$ cat src/hw/ubg_pkg.sv
// Purpose: shared constants of the baud generator and receive noise filter
// Assumes: 8-bit register port, 2-bit register index
// Notes: prescaler taps and register indexes are fixed here
package ubg_pkg;
    // register indexes on the plain register port
    localparam logic [1:0] ADDR_MODE = 2'h0;
    localparam logic [1:0] ADDR_BAUD = 2'h1;
    localparam logic [1:0] ADDR_STATUS = 2'h2;
    localparam logic [1:0] ADDR_TX_LOAD = 2'h3;
    // reset values
    localparam logic [7:0] MODE_RESET = 8'h00;
    localparam logic [7:0] BAUD_RESET = 8'h00;
    // serial_mode_control fields
    localparam int POWER_BIT = 7;
    localparam int TX_ENABLE_BIT = 6;
    localparam int RX_ENABLE_BIT = 5;
    localparam int PARITY_HI_BIT = 4;
    localparam int PARITY_LO_BIT = 3;
    localparam int CHAR8_BIT = 2;
    // baud_divider_control fields
    localparam int CLOCK_SELECT_HIGH = 7;
    localparam int CLOCK_SELECT_LOW = 6;
    localparam int DIVIDER_HI = 4;
    localparam int DIVIDER_LO = 0;
    // prescaler: each select value takes one tap (divide by 2, 4, 8, 16)
    localparam int PRESC_W = 8;
    localparam logic [7:0] TAP_MASK_0 = 8'h01;
    localparam logic [7:0] TAP_MASK_1 = 8'h03;
    localparam logic [7:0] TAP_MASK_2 = 8'h07;
    localparam logic [7:0] TAP_MASK_3 = 8'h0F;
    localparam int TAP_BIT_0 = 0;
    localparam int TAP_BIT_1 = 1;
    localparam int TAP_BIT_2 = 2;
    localparam int TAP_BIT_3 = 3;
    // bits after the start bit: 7 data, +1 for 8-bit, +1 parity, +1 stop
    localparam logic [3:0] BITS_BASE = 4'h8;
    // lowest supported divider value
    localparam logic [4:0] DIV_MIN = 5'h08;
    // receive sequencer states
    typedef enum logic [1:0] {
        UBG_RX_IDLE,
        UBG_RX_START_CHECK,
        UBG_RX_BITS
    } ubg_rx_state_t;
endpackage

$ cat src/hw/ubg_core.sv
// Purpose: receive noise filter and baud generator of the serial unit
// Assumes: rx line asynchronous to sys_clk_in; one register access a cycle
// Notes: base clock is an enable tick derived from a free prescaler
`timescale 1ns/1ns
`default_nettype none
module ubg_core (
    input wire logic sys_clk_in,
    input wire logic rst_in,
    input wire logic [1:0] reg_addr_in,
    input wire logic [7:0] reg_wdata_in,
    input wire logic reg_wr_in,
    input wire logic reg_rd_in,
    output logic [7:0] reg_rdata_out,
    input wire logic serial_rx_line_in,
    output logic base_clk_out,
    output logic serial_rx_filtered_out,
    output logic tx_bit_tick_out,
    output logic tx_load_out,
    output logic rx_start_out,
    output logic rx_sample_tick_out,
    output logic rx_bit_out,
    output logic rx_frame_done_out,
    output logic divider_unsupported_out
);
    ////////////////////////////////////////////////////////////////////////
    // registers and decode
    logic [7:0] mode_r; // serial_mode_control
    logic [7:0] baud_r; // baud_divider_control
    logic [7:0] rdata_r; // read data, valid one cycle after strobe
    wire wr_mode = reg_wr_in && (reg_addr_in == ubg_pkg::ADDR_MODE);
    wire wr_baud = reg_wr_in && (reg_addr_in == ubg_pkg::ADDR_BAUD);
    wire wr_tx = reg_wr_in && (reg_addr_in == ubg_pkg::ADDR_TX_LOAD);
    wire power = mode_r[ubg_pkg::POWER_BIT];
    wire tx_en = power && mode_r[ubg_pkg::TX_ENABLE_BIT];
    wire rx_en = power && mode_r[ubg_pkg::RX_ENABLE_BIT];
    wire [1:0] clk_sel = {baud_r[ubg_pkg::CLOCK_SELECT_HIGH],
                          baud_r[ubg_pkg::CLOCK_SELECT_LOW]};
    wire [4:0] div_k = baud_r[ubg_pkg::DIVIDER_HI:ubg_pkg::DIVIDER_LO];
    wire [4:0] div_last = div_k - 5'h01;
    logic [7:0] status;
    logic [7:0] rdata_nxt;

    // software writes to the mode and baud registers
    always_ff @(posedge sys_clk_in) begin
        if (rst_in) begin
            mode_r <= ubg_pkg::MODE_RESET;
            baud_r <= ubg_pkg::BAUD_RESET;
        end else begin
            if (wr_mode) begin
                mode_r <= reg_wdata_in;
            end
            if (wr_baud) begin
                baud_r <= reg_wdata_in;
            end
        end
    end

    // read mux; unmapped or write-only index reads zero
    always_comb begin
        case (reg_addr_in)
            ubg_pkg::ADDR_MODE: rdata_nxt = mode_r;
            ubg_pkg::ADDR_BAUD: rdata_nxt = baud_r;
            ubg_pkg::ADDR_STATUS: rdata_nxt = status;
            default: rdata_nxt = 8'h00;
        endcase
    end

    // read data stands only in the cycle after the read strobe
    always_ff @(posedge sys_clk_in) begin
        if (rst_in) begin
            rdata_r <= 8'h00;
        end else begin
            rdata_r <= reg_rd_in ? rdata_nxt : 8'h00;
        end
    end
    assign reg_rdata_out = rdata_r;

    ////////////////////////////////////////////////////////////////////////
    // prescaler and base clock
    logic [ubg_pkg::PRESC_W-1:0] presc_r; // free running prescaler
    logic base_clk_r; // visible base clock, low while powered down
    logic [7:0] tap_mask;
    logic tap_level;
    // one fixed tap per select value
    always_comb begin
        case (clk_sel)
            2'h0: begin
                tap_mask = ubg_pkg::TAP_MASK_0;
                tap_level = presc_r[ubg_pkg::TAP_BIT_0];
            end
            2'h1: begin
                tap_mask = ubg_pkg::TAP_MASK_1;
                tap_level = presc_r[ubg_pkg::TAP_BIT_1];
            end
            2'h2: begin
                tap_mask = ubg_pkg::TAP_MASK_2;
                tap_level = presc_r[ubg_pkg::TAP_BIT_2];
            end
            default: begin
                tap_mask = ubg_pkg::TAP_MASK_3;
                tap_level = presc_r[ubg_pkg::TAP_BIT_3];
            end
        endcase
    end
    // one-cycle base tick at the end of each tap period, gated by power
    wire base_tick = power && ((presc_r & tap_mask) == tap_mask);

    // prescaler runs always; the visible clock is held low without power
    always_ff @(posedge sys_clk_in) begin
        if (rst_in) begin
            presc_r <= 8'h00;
            base_clk_r <= 1'b0;
        end else begin
            presc_r <= presc_r + 8'h01;
            base_clk_r <= power && tap_level;
        end
    end

    ////////////////////////////////////////////////////////////////////////
    // receive noise filter
    logic rx_sync1_r; // first synchroniser stage, read only by stage two
    logic rx_sync2_r;
    logic samp_a_r; // base clock samples
    logic samp_b_r;
    logic filt_r; // filtered receive level, idle high
    logic filt_d_r; // previous filtered level for edge detect
    // two-flop synchroniser for the asynchronous line
    always_ff @(posedge sys_clk_in) begin
        if (rst_in) begin
            rx_sync1_r <= 1'b1;
            rx_sync2_r <= 1'b1;
        end else begin
            rx_sync1_r <= serial_rx_line_in;
            rx_sync2_r <= rx_sync1_r;
        end
    end
    // sample per base clock; a single-sample glitch never reaches filt_r
    always_ff @(posedge sys_clk_in) begin
        if (rst_in) begin
            samp_a_r <= 1'b1;
            samp_b_r <= 1'b1;
            filt_r <= 1'b1;
            filt_d_r <= 1'b1;
        end else if (base_tick) begin
            samp_a_r <= rx_sync2_r;
            samp_b_r <= samp_a_r;
            filt_d_r <= filt_r;
            if (samp_a_r == samp_b_r) begin
                filt_r <= samp_b_r;
            end
        end
    end
    wire rx_fall = filt_d_r && !filt_r;

    ////////////////////////////////////////////////////////////////////////
    // transmit counter: k base ticks per half bit, two halves per bit
    logic [4:0] tx_cnt_r;
    logic tx_half_r;
    logic tx_loaded_r; // set after first data write since enable
    logic tx_tick_r;
    logic tx_load_r;
    wire tx_wrap = base_tick && (tx_cnt_r == div_last);
    // hold, align to first write, or count
    always_ff @(posedge sys_clk_in) begin
        if (rst_in || !tx_en) begin
            tx_cnt_r <= 5'h00;
            tx_half_r <= 1'b0;
            tx_loaded_r <= 1'b0;
            tx_tick_r <= 1'b0;
        end else if (wr_tx && !tx_loaded_r) begin
            tx_cnt_r <= 5'h00;
            tx_half_r <= 1'b0;
            tx_loaded_r <= 1'b1;
            tx_tick_r <= 1'b0;
        end else begin
            tx_tick_r <= tx_wrap && tx_half_r;
            if (tx_wrap) begin
                tx_cnt_r <= 5'h00;
                tx_half_r <= !tx_half_r;
            end else if (base_tick) begin
                tx_cnt_r <= tx_cnt_r + 5'h01;
            end
        end
    end
    // load strobe towards the shift register, only while enabled
    always_ff @(posedge sys_clk_in) begin
        if (rst_in) begin
            tx_load_r <= 1'b0;
        end else begin
            tx_load_r <= wr_tx && tx_en;
        end
    end

    ////////////////////////////////////////////////////////////////////////
    // receive counter and sequencer
    ubg_pkg::ubg_rx_state_t rx_state_r;
    logic [4:0] rx_cnt_r;
    logic rx_half_r;
    logic [3:0] rx_bitno_r; // bits latched after the start bit
    logic rx_start_r;
    logic rx_samp_r;
    logic rx_bit_r;
    logic rx_done_r;
    wire rx_wrap = base_tick && (rx_cnt_r == div_last);
    // stop bit position: 7/8 data, optional parity, one stop
    wire [3:0] rx_last = ubg_pkg::BITS_BASE
        + {3'h0, mode_r[ubg_pkg::CHAR8_BIT]}
        + {3'h0, |mode_r[ubg_pkg::PARITY_HI_BIT:ubg_pkg::PARITY_LO_BIT]}
        - 4'h1;
    wire rx_latch = (rx_state_r == ubg_pkg::UBG_RX_BITS)
        && rx_wrap && rx_half_r;
    // start check after half a bit, then latch every full bit
    always_ff @(posedge sys_clk_in) begin
        rx_start_r <= 1'b0;
        rx_samp_r <= 1'b0;
        rx_done_r <= 1'b0;
        if (rst_in || !rx_en) begin
            rx_state_r <= ubg_pkg::UBG_RX_IDLE;
            rx_cnt_r <= 5'h00;
            rx_half_r <= 1'b0;
            rx_bitno_r <= 4'h0;
            rx_bit_r <= 1'b1;
        end else begin
            case (rx_state_r)
                ubg_pkg::UBG_RX_IDLE: begin
                    rx_cnt_r <= 5'h00;
                    rx_half_r <= 1'b0;
                    rx_bitno_r <= 4'h0;
                    if (rx_fall) begin
                        rx_state_r <= ubg_pkg::UBG_RX_START_CHECK;
                    end
                end
                ubg_pkg::UBG_RX_START_CHECK: begin
                    if (rx_wrap) begin
                        rx_cnt_r <= 5'h00;
                        if (!filt_r) begin
                            rx_state_r <= ubg_pkg::UBG_RX_BITS;
                            rx_start_r <= 1'b1;
                        end else begin
                            rx_state_r <= ubg_pkg::UBG_RX_IDLE;
                        end
                    end else if (base_tick) begin
                        rx_cnt_r <= rx_cnt_r + 5'h01;
                    end
                end
                ubg_pkg::UBG_RX_BITS: begin
                    if (rx_wrap) begin
                        rx_cnt_r <= 5'h00;
                        rx_half_r <= !rx_half_r;
                    end else if (base_tick) begin
                        rx_cnt_r <= rx_cnt_r + 5'h01;
                    end
                    if (rx_latch) begin
                        rx_samp_r <= 1'b1;
                        rx_bit_r <= filt_r;
                        rx_bitno_r <= rx_bitno_r + 4'h1;
                        if (rx_bitno_r == rx_last) begin
                            rx_done_r <= 1'b1;
                            rx_state_r <= ubg_pkg::UBG_RX_IDLE;
                        end
                    end
                end
                default: begin
                    rx_state_r <= ubg_pkg::UBG_RX_IDLE;
                end
            endcase
        end
    end

    ////////////////////////////////////////////////////////////////////////
    // status and outputs
    logic unsup_r;
    // values below the minimum give unguaranteed timing; flag them only
    always_ff @(posedge sys_clk_in) begin
        if (rst_in) begin
            unsup_r <= 1'b0;
        end else begin
            unsup_r <= div_k < ubg_pkg::DIV_MIN;
        end
    end
    assign status = {4'h0, unsup_r, tx_loaded_r,
                     rx_state_r != ubg_pkg::UBG_RX_IDLE, filt_r};
    assign base_clk_out = base_clk_r;
    assign serial_rx_filtered_out = filt_r;
    assign tx_bit_tick_out = tx_tick_r;
    assign tx_load_out = tx_load_r;
    assign rx_start_out = rx_start_r;
    assign rx_sample_tick_out = rx_samp_r;
    assign rx_bit_out = rx_bit_r;
    assign rx_frame_done_out = rx_done_r;
    assign divider_unsupported_out = unsup_r;
endmodule // ubg_core
`default_nettype wire

$ cat config.mk
export PLATFORM = sky130hd
export DESIGN_NAME = ubg_core
export DESIGN_NICKNAME = d
export VERILOG_FILES = /design/src/hw/ubg_pkg.sv /design/src/hw/ubg_core.sv
export SDC_FILE = /design/constraint.sdc
export NUM_CORES = 1
export LEC_CHECK = 0
export ABC_CLOCK_PERIOD_IN_PS = 2600
export BUFFER_PORTS_ARGS = -buffer_cell sky130_fd_sc_hd__buf_2
export CAP_MARGIN = 40
export CORE_UTILIZATION = 50
export DETAILED_ROUTE_END_ITERATION = 10
export PLACE_DENSITY_LB_ADDON = 0.12
export SETUP_SLACK_MARGIN = 0.05
export SKIP_CTS_REPAIR_TIMING = 1
export SLEW_MARGIN = 5
export SYNTH_ARGS = -nofsm -noshare
export SYNTH_HDL_FRONTEND = slang
export SYNTH_SLANG_ARGS = --single-unit
export TNS_END_PERCENT = 30
$ cat constraint.sdc
create_clock -name sys_clk_in -period 2.6 [get_ports sys_clk_in]
set_input_delay 0.26 -clock sys_clk_in [delete_from_list [all_inputs] [get_ports sys_clk_in]]
set_output_delay 0.26 -clock sys_clk_in [all_outputs]
set_load 0.005 [all_outputs]
After elaboration in Yosys (flattened, before gate mapping) --
Cells that the tools add are included.
Operators by class: magnitude comparators 1, equality and inequality tests 18, add/sub/neg operators 8, bitwise operators 6, reduce and logical (&&, ||, !) cells 43, muxes and demuxes 19
Operator list (number):
- $pmux 8 s3 | 1
- $logic_and 1x1->1 | 15
- $pmux 4 s3 | 1
- $add 5x1->5 const B | 2
- $eq 5x5->1 | 2
- $mux 2 | 5
- $mux 5 | 2
- $pmux 5 s2 | 1
- $reduce_and 2->1 | 5
- $reduce_or 2->1 | 5
- $reduce_or 3->1 | 3
- $add 8x1->8 const B | 1
- $and 8x8->8 | 1
- $eq 2x2->1 const B | 4
- $eq 8x8->1 | 1
- $ne 2x2->1 const B | 4
- $pmux 4 s2 | 1
- $eq 2x1->1 const B | 3
- $logic_not 1->1 | 6
- $logic_not 2->1 | 3
- $pmux 2 s3 | 1
- $reduce_bool 2->1 | 3
- $lt 5x4->1 const B | 1
- $not 1->1 | 5
- other kinds (15) | 19
Word-level totals: word-level logic and storage cells 120, register bits after elaboration 65

Depth between registers and ports, before layout --
Gate-level depths: netlist of run 1.
depth in word-level cells 10, gate-level depth with buffers 10

Worst setup path after synthesis of run 1 --
Ideal clock, no wire load.
path type register to register, start register baud_r[0], end register rx_done_r (netlist: rx_frame_done_out), cell stages (with the launch flop) 10, arrival 2.289 ns, setup slack 0.208 ns, setup time 0.103 ns, clock period less this slack 2.392 ns, buffers on the path 2, cell sequence dfxtp_1 -> buf_6 -> inv_1 -> ha_1 -> nor3b_2 -> xnor2_1 -> or4_4 -> or3_1 -> buf_2 -> a2111oi_2
Between the ends: cells in the longest elaborated chain, start to end 7
Ends and longest elaborated chain:
- from (decl) | RTL line ubg_core.sv:28 | logic [7:0] baud_r;
- from (signal assigned) | RTL line ubg_core.sv:47 | baud_r <= ubg_pkg::BAUD_RESET;
- from (signal assigned) | RTL line ubg_core.sv:53 | baud_r <= reg_wdata_in;
- $sub 5x1->5 | RTL line ubg_core.sv:39 | wire [4:0] div_last = div_k - 5'h01;
- $eq 5x5->1 | RTL line ubg_core.sv:204 | wire rx_wrap = base_tick && (rx_cnt_r == div_last);
- $logic_and 1x1->1 | RTL line ubg_core.sv:204
- $logic_and 1x1->1 (2 in a row) | RTL line ubg_core.sv:211 | && rx_wrap && rx_half_r;
- $not 1->1 (no line)
- $reduce_or 3->1 (no line)
- to (signal assigned) | RTL line ubg_core.sv:216 | rx_done_r <= 1'b0;
- to (signal assigned) | RTL line ubg_core.sv:258 | rx_done_r <= 1'b1;
- to (decl) | RTL line ubg_core.sv:203 | logic rx_done_r;
Every way passes these cells. A chain may end at the register's enable or synchronous reset.

Worst setup path after layout of run 1 --
Ends and elaborated chain as after synthesis.

==> impl_results.md, run 1 <==
* Worst min path class: in2reg
* Hold_sp: serial_rx_line_in
* I/O pin cnt at 32
* Ys flop type: dfxtp_1
* Final core utilization at between 60 and 70%
* CP Max Fanout at 7
* Max-cap violations at 0
* Status: complete, no violations
* Initial antenna violation count at 0
* ANT nets after route at 0
* Netlist Area Pre-Place at ~2900 µm²
* Synthesized flop and latch total at 61
* WHS Endpoint: rx_sync1_r$_SDFF_PP1_
* Cells after DPL at 411
* Pleak at 1.41 nW
* Final WL at roughly 6000 µm
* Final Hold Vio Count at 0
* Endpoints failing setup at 0
* Register Area at about 1200 µm²
* Syn nets at approximately 340
* Post-synth ARST share at 0%
* Initial DRT Pass Iterations at 4
* Diode count at 0
* Horiz. Die Dim at between 70 and 80 µm
* Worst Max-Slew Pin Slew at between 500 and 600 ps
* Startpoint Class: register
* Row count at 27
* Max_slew headroom at ~61%
* WL/cell at about 14 µm
* Ys Warns at 0
* Clock Path Buffers at 2
* Clk_skew at around 6.4 ps
* Initial Utilization at between 50% and 60%
* Die area at 6120 µm²
* RSZ-0062 raised after global routing: yes
* Yosys cell types at slightly below 60
* Worst skew pair latency at between 300 and 400 ps
* Area leader, netlist: dfxtp_1
* CTS clock-pin slew for the worst setup and hold paths at ~70 ps
* Mean Syn Cell Area at slightly above 9 µm²
* Multi-input combinational cell area at ~1600 µm²
* VDD IR max at approximately 0.50 mV
* First-pass GRT wire length at about 10000 µm
* Largest net degree at the start of global routing at 29
* Layout cells sized above 1 at about a fifth
* Core footprint at about 5500 µm²
* GRT Total Usage at 22.3%
* Vias at between 2000 and 2500
* FF-to-FF End: rx_frame_done_out$_SDFF_PP0_
* Area Growth Syn to Fin at 16.8%
* Cell depth of the worst min-delay path at 2
* Mapped Cells at 314
* GRT overflow at 0
* Tmin final at approximately 2500 ps
* Achievable Freq at roughly 410 MHz
* Type of the worst setup path: reg2reg
* Final Wtd Congestion at between 0.8 and 0.9
* Final Max Slew Viols at 0
* Top cells by area, synth: dfxtp_1, mux2i_1, nor2_1
* Post-synthesis sequential area ratio at 42.0%
* Nets at 375
* Vias in the first global route at ~2200
* Setup crit end kind: register
* Num CTS Buffers at 9
* Post-synth EDFFs at 0
* Num Clock Sinks at a little over 60
* R2R Setup Slk at ~150 ps
* Via density at between 5 and 6
* Final Non-Filler Cells at around 430
* # DRC at 0
* Filler cell count at ~510
* Initial DRC count at 147
* Die height at 78.3 µm
* CP required at ~2800 ps
* H-Tree Depth at 3
* Commonest non-fill, non-tap cells in the layout: dfxtp_1, nor2_1, buf_2
* Pwr Density at roughly 610 nW/µm²
* Crit path from: baud_r[0]$_SDFFE_PP0P_
* Commonest non-fill, non-tap cell in the layout: dfxtp_1
* CTS tree: done
* Fin crit share at between 90 and 100%
* FF-to-FF Start: baud_r[0]$_SDFFE_PP0P_
* Top cell type's share of synthesized area at 42.0%
* HPWL after DPL at between 4000 and 5000 µm
* Setup TNS at 0 ps
* Crit path DAT at 2690 ps
* Reg2Reg Depth at 7
* IO buf count at 31
* Root Buffer: clkbuf_8
==> critical path: stages, from the launching register on <==
cell       delay, ps
dfxtp_1          430
inv_1             70
ha_1             260
nor3b_2          180
xnor2_1          150
or4_4            560
or3_4            430
a2111oi_2        280
==> synthesized netlist by cell type (4+ instances only) <==
cell type   n
xnor2_1    15
a21oi_1    12
mux2i_1    25
nand3b_1    4
inv_1      10
nand3_1     8
clkbuf_1   11
dfxtp_1    61
ha_1       10
xor2_1      7
nand4_1     5
nand2_1    21
nor3_1      5
nor2_1     55
==> area by class of cell <==
cell class              count  share of cell area [%]
clock buffers              11                    4.46
clock inverters             5                    2.43
inverters                  11                    1.22
multi-input cells         226                    46.5
flip-flops and latches     61                    35.9
well taps                  72                    2.65
repair buffers             41                    6.78
==> logic make-up after synthesis <==
logic type | synth area share, %
AO/OA/AOI/OAI | 11.0
XOR/XNOR | 7.19
multiplexers | 9.38
flip-flops | 42.0
buffers and inverters | 3.83
AND/OR/NAND/NOR | 22.3
adder cells (fa/ha/maj) | 4.30
==> per-layer routing <==
layer	track usage, %	up-vias	share of wire [%]
met4	9.26	0	1.5
met3	5.58	10	4.2
met5	0	-	0
met2	35.3	41	46
met1	28.9	1058	48
li1	-	1156	-
==> registers in the layout (all words and copies together), names as in the netlist, 2 cells and up <==
| name | count |
|---|---|
| baud_r | 8 |
| mode_r | 8 |
| presc_r | 4 |
| reg_rdata_out | 8 |
| rx_bitno_r | 4 |
| rx_cnt_r | 5 |
| rx_state_r | 2 |
| tx_cnt_r | 5 |
==> per-stage QoR <==
stage	instance area, µm²	setup WS [ps]	hold slack (ps)	power [mW]
after global routing	3400	20.0	94.2	2.15
after CTS	3390	58.1	96.4	2.09
final	3400	146	107	2.07
after global placement	3160	125	401	1.12
after floorplan	2910	208	364	1.08
after detailed placement	3160	82.4	398	1.12
==> worst max-delay path by stage <==
stage                                        end  slack, ps  cells past startpoint
floorplan           rx_frame_done_out$_SDFF_PP0_        210                      9
global placement    rx_frame_done_out$_SDFF_PP0_        130                      7
detailed placement  rx_frame_done_out$_SDFF_PP0_         80                      7
CTS                 rx_frame_done_out$_SDFF_PP0_         60                      7
global route          rx_bitno_r[3]$_SDFFE_PP0P_         20                      8
finish              rx_frame_done_out$_SDFF_PP0_        150                      7
==> power breakdown <==
| group | internal (mW) | switching (mW) |
|---|---|---|
| Combinational | 0.0629 | 0.0675 |
| Sequential | 0.952 | 0.0163 |
| Clock | 0.594 | 0.379 |
| Total | 1.61 | 0.462 |
Power figures use the tool's default switching activity.
==> run 2, diff against run 1 <==
==> constraint.sdc (replaced) <==
create_clock -name sys_clk_in -period 2.6 [get_ports sys_clk_in]
set_input_delay 0.39 -clock sys_clk_in [delete_from_list [all_inputs] [get_ports sys_clk_in]]
set_output_delay 0.39 -clock sys_clk_in [all_outputs]
set_load 0.005 [all_outputs]
==> run 2 against run 1 <==
Clock power shrank 5.7%. Cell count is the same. Fmax grew 1.1%. Non-clock buffer count grew 1. Sequential cell count is the same. Register-to-register slack gained 30 ps. Setup slack gained 27 ps. First-iteration DRC count grew 2.0%. Utilization shrank 0.18 points. Global-route usage grew 0.063 points. Cell area shrank 0.29%. Critical path depth is the same.
==> impl_results.md, run 2 (synthesis results as in run 1) <==
* Status: complete, no violations
* Final Max Slew Viols at 0 (unchanged)
* Area Growth Syn to Fin at 16.5%
* Row count at 27 (unchanged)
* Horiz. Die Dim at 78.3 µm (unchanged)
* Final hold slack at 242 ps (+135 ps)
* Startpoint Class: register
* Largest net degree at the start of global routing at 29 (unchanged)
* Multi-input combinational cell area at 1580 µm² (unchanged)
* Crit path DAT at 2650 ps (-40 ps)
* Root Buffer: clkbuf_8
* Max-cap violations at 0 (unchanged)
* Achievable Freq at 412 MHz (+1.1%)
* WHS Endpoint: rx_sync1_r$_SDFF_PP1_
* FF-to-FF Start: baud_r[0]$_SDFFE_PP0P_
* Layout cells sized above 1 at 21.1% (+0.28 points)
* Worst Max-Slew Pin Slew at 568 ps (-11.7 ps)
* Tmin final at 2430 ps (-26.7 ps)
* IO buf count at 31 (unchanged)
* RSZ-0062 raised after global routing: no
* Setup crit end kind: register
* Cell depth of the worst min-delay path at 2 (unchanged)
* Max_slew headroom at 62.0% (+0.67 points)
* Final WL at 6280 µm (+2.6%)
* Die height at 78.3 µm (unchanged)
* Setup TNS at 0 ps (unchanged)
* Commonest non-fill, non-tap cell in the layout: dfxtp_1
* Vias at 2312 (+2.1%)
* Type of the worst setup path: reg2reg
* Initial Utilization at 52.5% (unchanged)
* Final Hold Vio Count at 0 (unchanged)
* H-Tree Depth at 3 (unchanged)
* Clock Path Buffers at 2 (unchanged)
* Clk_skew at 9.55 ps (+3.15 ps)
* CP Max Fanout at 7 (unchanged)
* FF-to-FF End: rx_frame_done_out$_SDFF_PP0_
* WL/cell at 14.7 µm (+2.6%)
* ANT nets after route at 0 (unchanged)
* Initial antenna violation count at 0 (unchanged)
* CTS tree: done
* CTS clock-pin slew for the worst setup and hold paths at 70 ps (about the same)
* GRT Total Usage at 22.4% (+0.063 points)
* Pwr Density at 595 nW/µm² (-2.3%)
* Vias in the first global route at 2242 (+4.2%)
* Endpoints failing setup at 0 (unchanged)
* VDD IR max at 0.325 mV (-35%)
* Worst skew pair latency at 330 ps (about the same)
* I/O pin cnt at 32 (unchanged)
* Diode count at 0 (unchanged)
* Max incr delay on CP at 560 ps (about the same)
* Pleak at 1.40 nW (-0.64%)
* Commonest non-fill, non-tap cells in the layout: dfxtp_1, nor2_1, buf_2
* Hold_sp: serial_rx_line_in
* Register Area at 1220 µm² (+0.20%)
* Filler cell count at 499 (-2.5%)
* HPWL after DPL at 4710 µm (+3.4%)
* CP required at 2820 ps (-20 ps)
* Reg2Reg Depth at 7 (unchanged)
* R2R Setup Slk at 170 ps (+30 ps)
* Num Clock Sinks at 61 (unchanged)
* Slowest library cell on the worst path: or4_4
* Core footprint at 5540 µm² (unchanged)
* Fin crit share at 93.4% (-1.0 points)
* Num CTS Buffers at 9 (unchanged)
* Initial DRT Pass Iterations at 4 (unchanged)
* Die area at 6120 µm² (unchanged)
* # DRC at 0 (unchanged)
* First-pass GRT wire length at 10400 µm (+0.73%)
* Initial DRC count at 150 (+2.0%)
* Final Wtd Congestion at 0.798 (-1.9%)
* Via density at 5.41 (+2.1%)
* GRT overflow at 0 (unchanged)
* Worst path cell trace: inv_1 -> ha_1 -> nor3b_2 -> xnor2_1 -> or4_4 -> or3_4 -> a2111oi_2
* Nets at 376 (+0.27%)
* Worst min path class: in2reg
==> run 2: cell count changes in the layout (fill, tap and decap cells not counted), sizes merged <==
cell / delta
clkinvlp: +1
clkinv: -2
buf: +1
==> run 2: layout make-up <==
type,count,area share (%)
well taps,72,2.66
multi-input cells,226,46.7
clock inverters,4,2.14
clock buffers,11,4.17
repair buffers,42,7.02
flip-flops and latches,61,36.1
inverters,11,1.22
==> run 2: how the worst max path moves through the flow <==
stage / slack (ps) / cells after the start / start / end
2_1_floorplan: 210 / 9 / baud_r[0]$_SDFFE_PP0P_ / rx_frame_done_out$_SDFF_PP0_
3_3_place_gp: 130 / 7 / baud_r[0]$_SDFFE_PP0P_ / rx_frame_done_out$_SDFF_PP0_
3_5_place_dp: 20 / 7 / baud_r[0]$_SDFFE_PP0P_ / rx_frame_done_out$_SDFF_PP0_
4_1_cts: 20 / 7 / baud_r[0]$_SDFFE_PP0P_ / rx_frame_done_out$_SDFF_PP0_
5_1_grt: 50 / 7 / baud_r[0]$_SDFFE_PP0P_ / rx_frame_done_out$_SDFF_PP0_
6_report: 170 / 7 / baud_r[0]$_SDFFE_PP0P_ / rx_frame_done_out$_SDFF_PP0_
==> run 2: metal layers <==
metal  share of wire [%]  global-route usage (%)  up-vias
li1                    -                       -     1163
met1                  47                    27.7     1093
met4                 2.5                    13.0        0
met5                   0                       0        -
met2                  47                    36.5       39
met3                 3.0                    3.84       17
==> run 2: worst max-delay path, delay by kind of cell (launching register included) <==
kind / cells / cell delay (ps)
and+or+nand+nor: 3 / 1170
adders and majority gates: 1 / 260
buffers and inverters: 1 / 50
AOI/OAI and AO/OA: 1 / 310
xor gates and xnor gates: 1 / 150
DFF: 1 / 380
==> run 2: report_power, final <==
group	total (mW)	internal, mW	switching [mW]
Sequential	0.969	0.952	0.0164
Combinational	0.130	0.0630	0.0673
Clock	0.917	0.559	0.358
==> run 2: through the flow <==
stage / total power, mW / instance area [µm²] / worst slack (ps) / util, % / cells
after detailed placement: 1.12 / 3170 / 23.3 / 57.1 / 412
after global routing: 2.09 / 3390 / 47.7 / 61.1 / 427
final: 2.02 / 3390 / 172 / 61.1 / 427
after floorplan: 1.08 / 2910 / 208 / - / 314
after CTS: 2.03 / 3380 / 15.0 / 61.0 / 427
after global placement: 1.12 / 3170 / 133 / 57.1 / 412
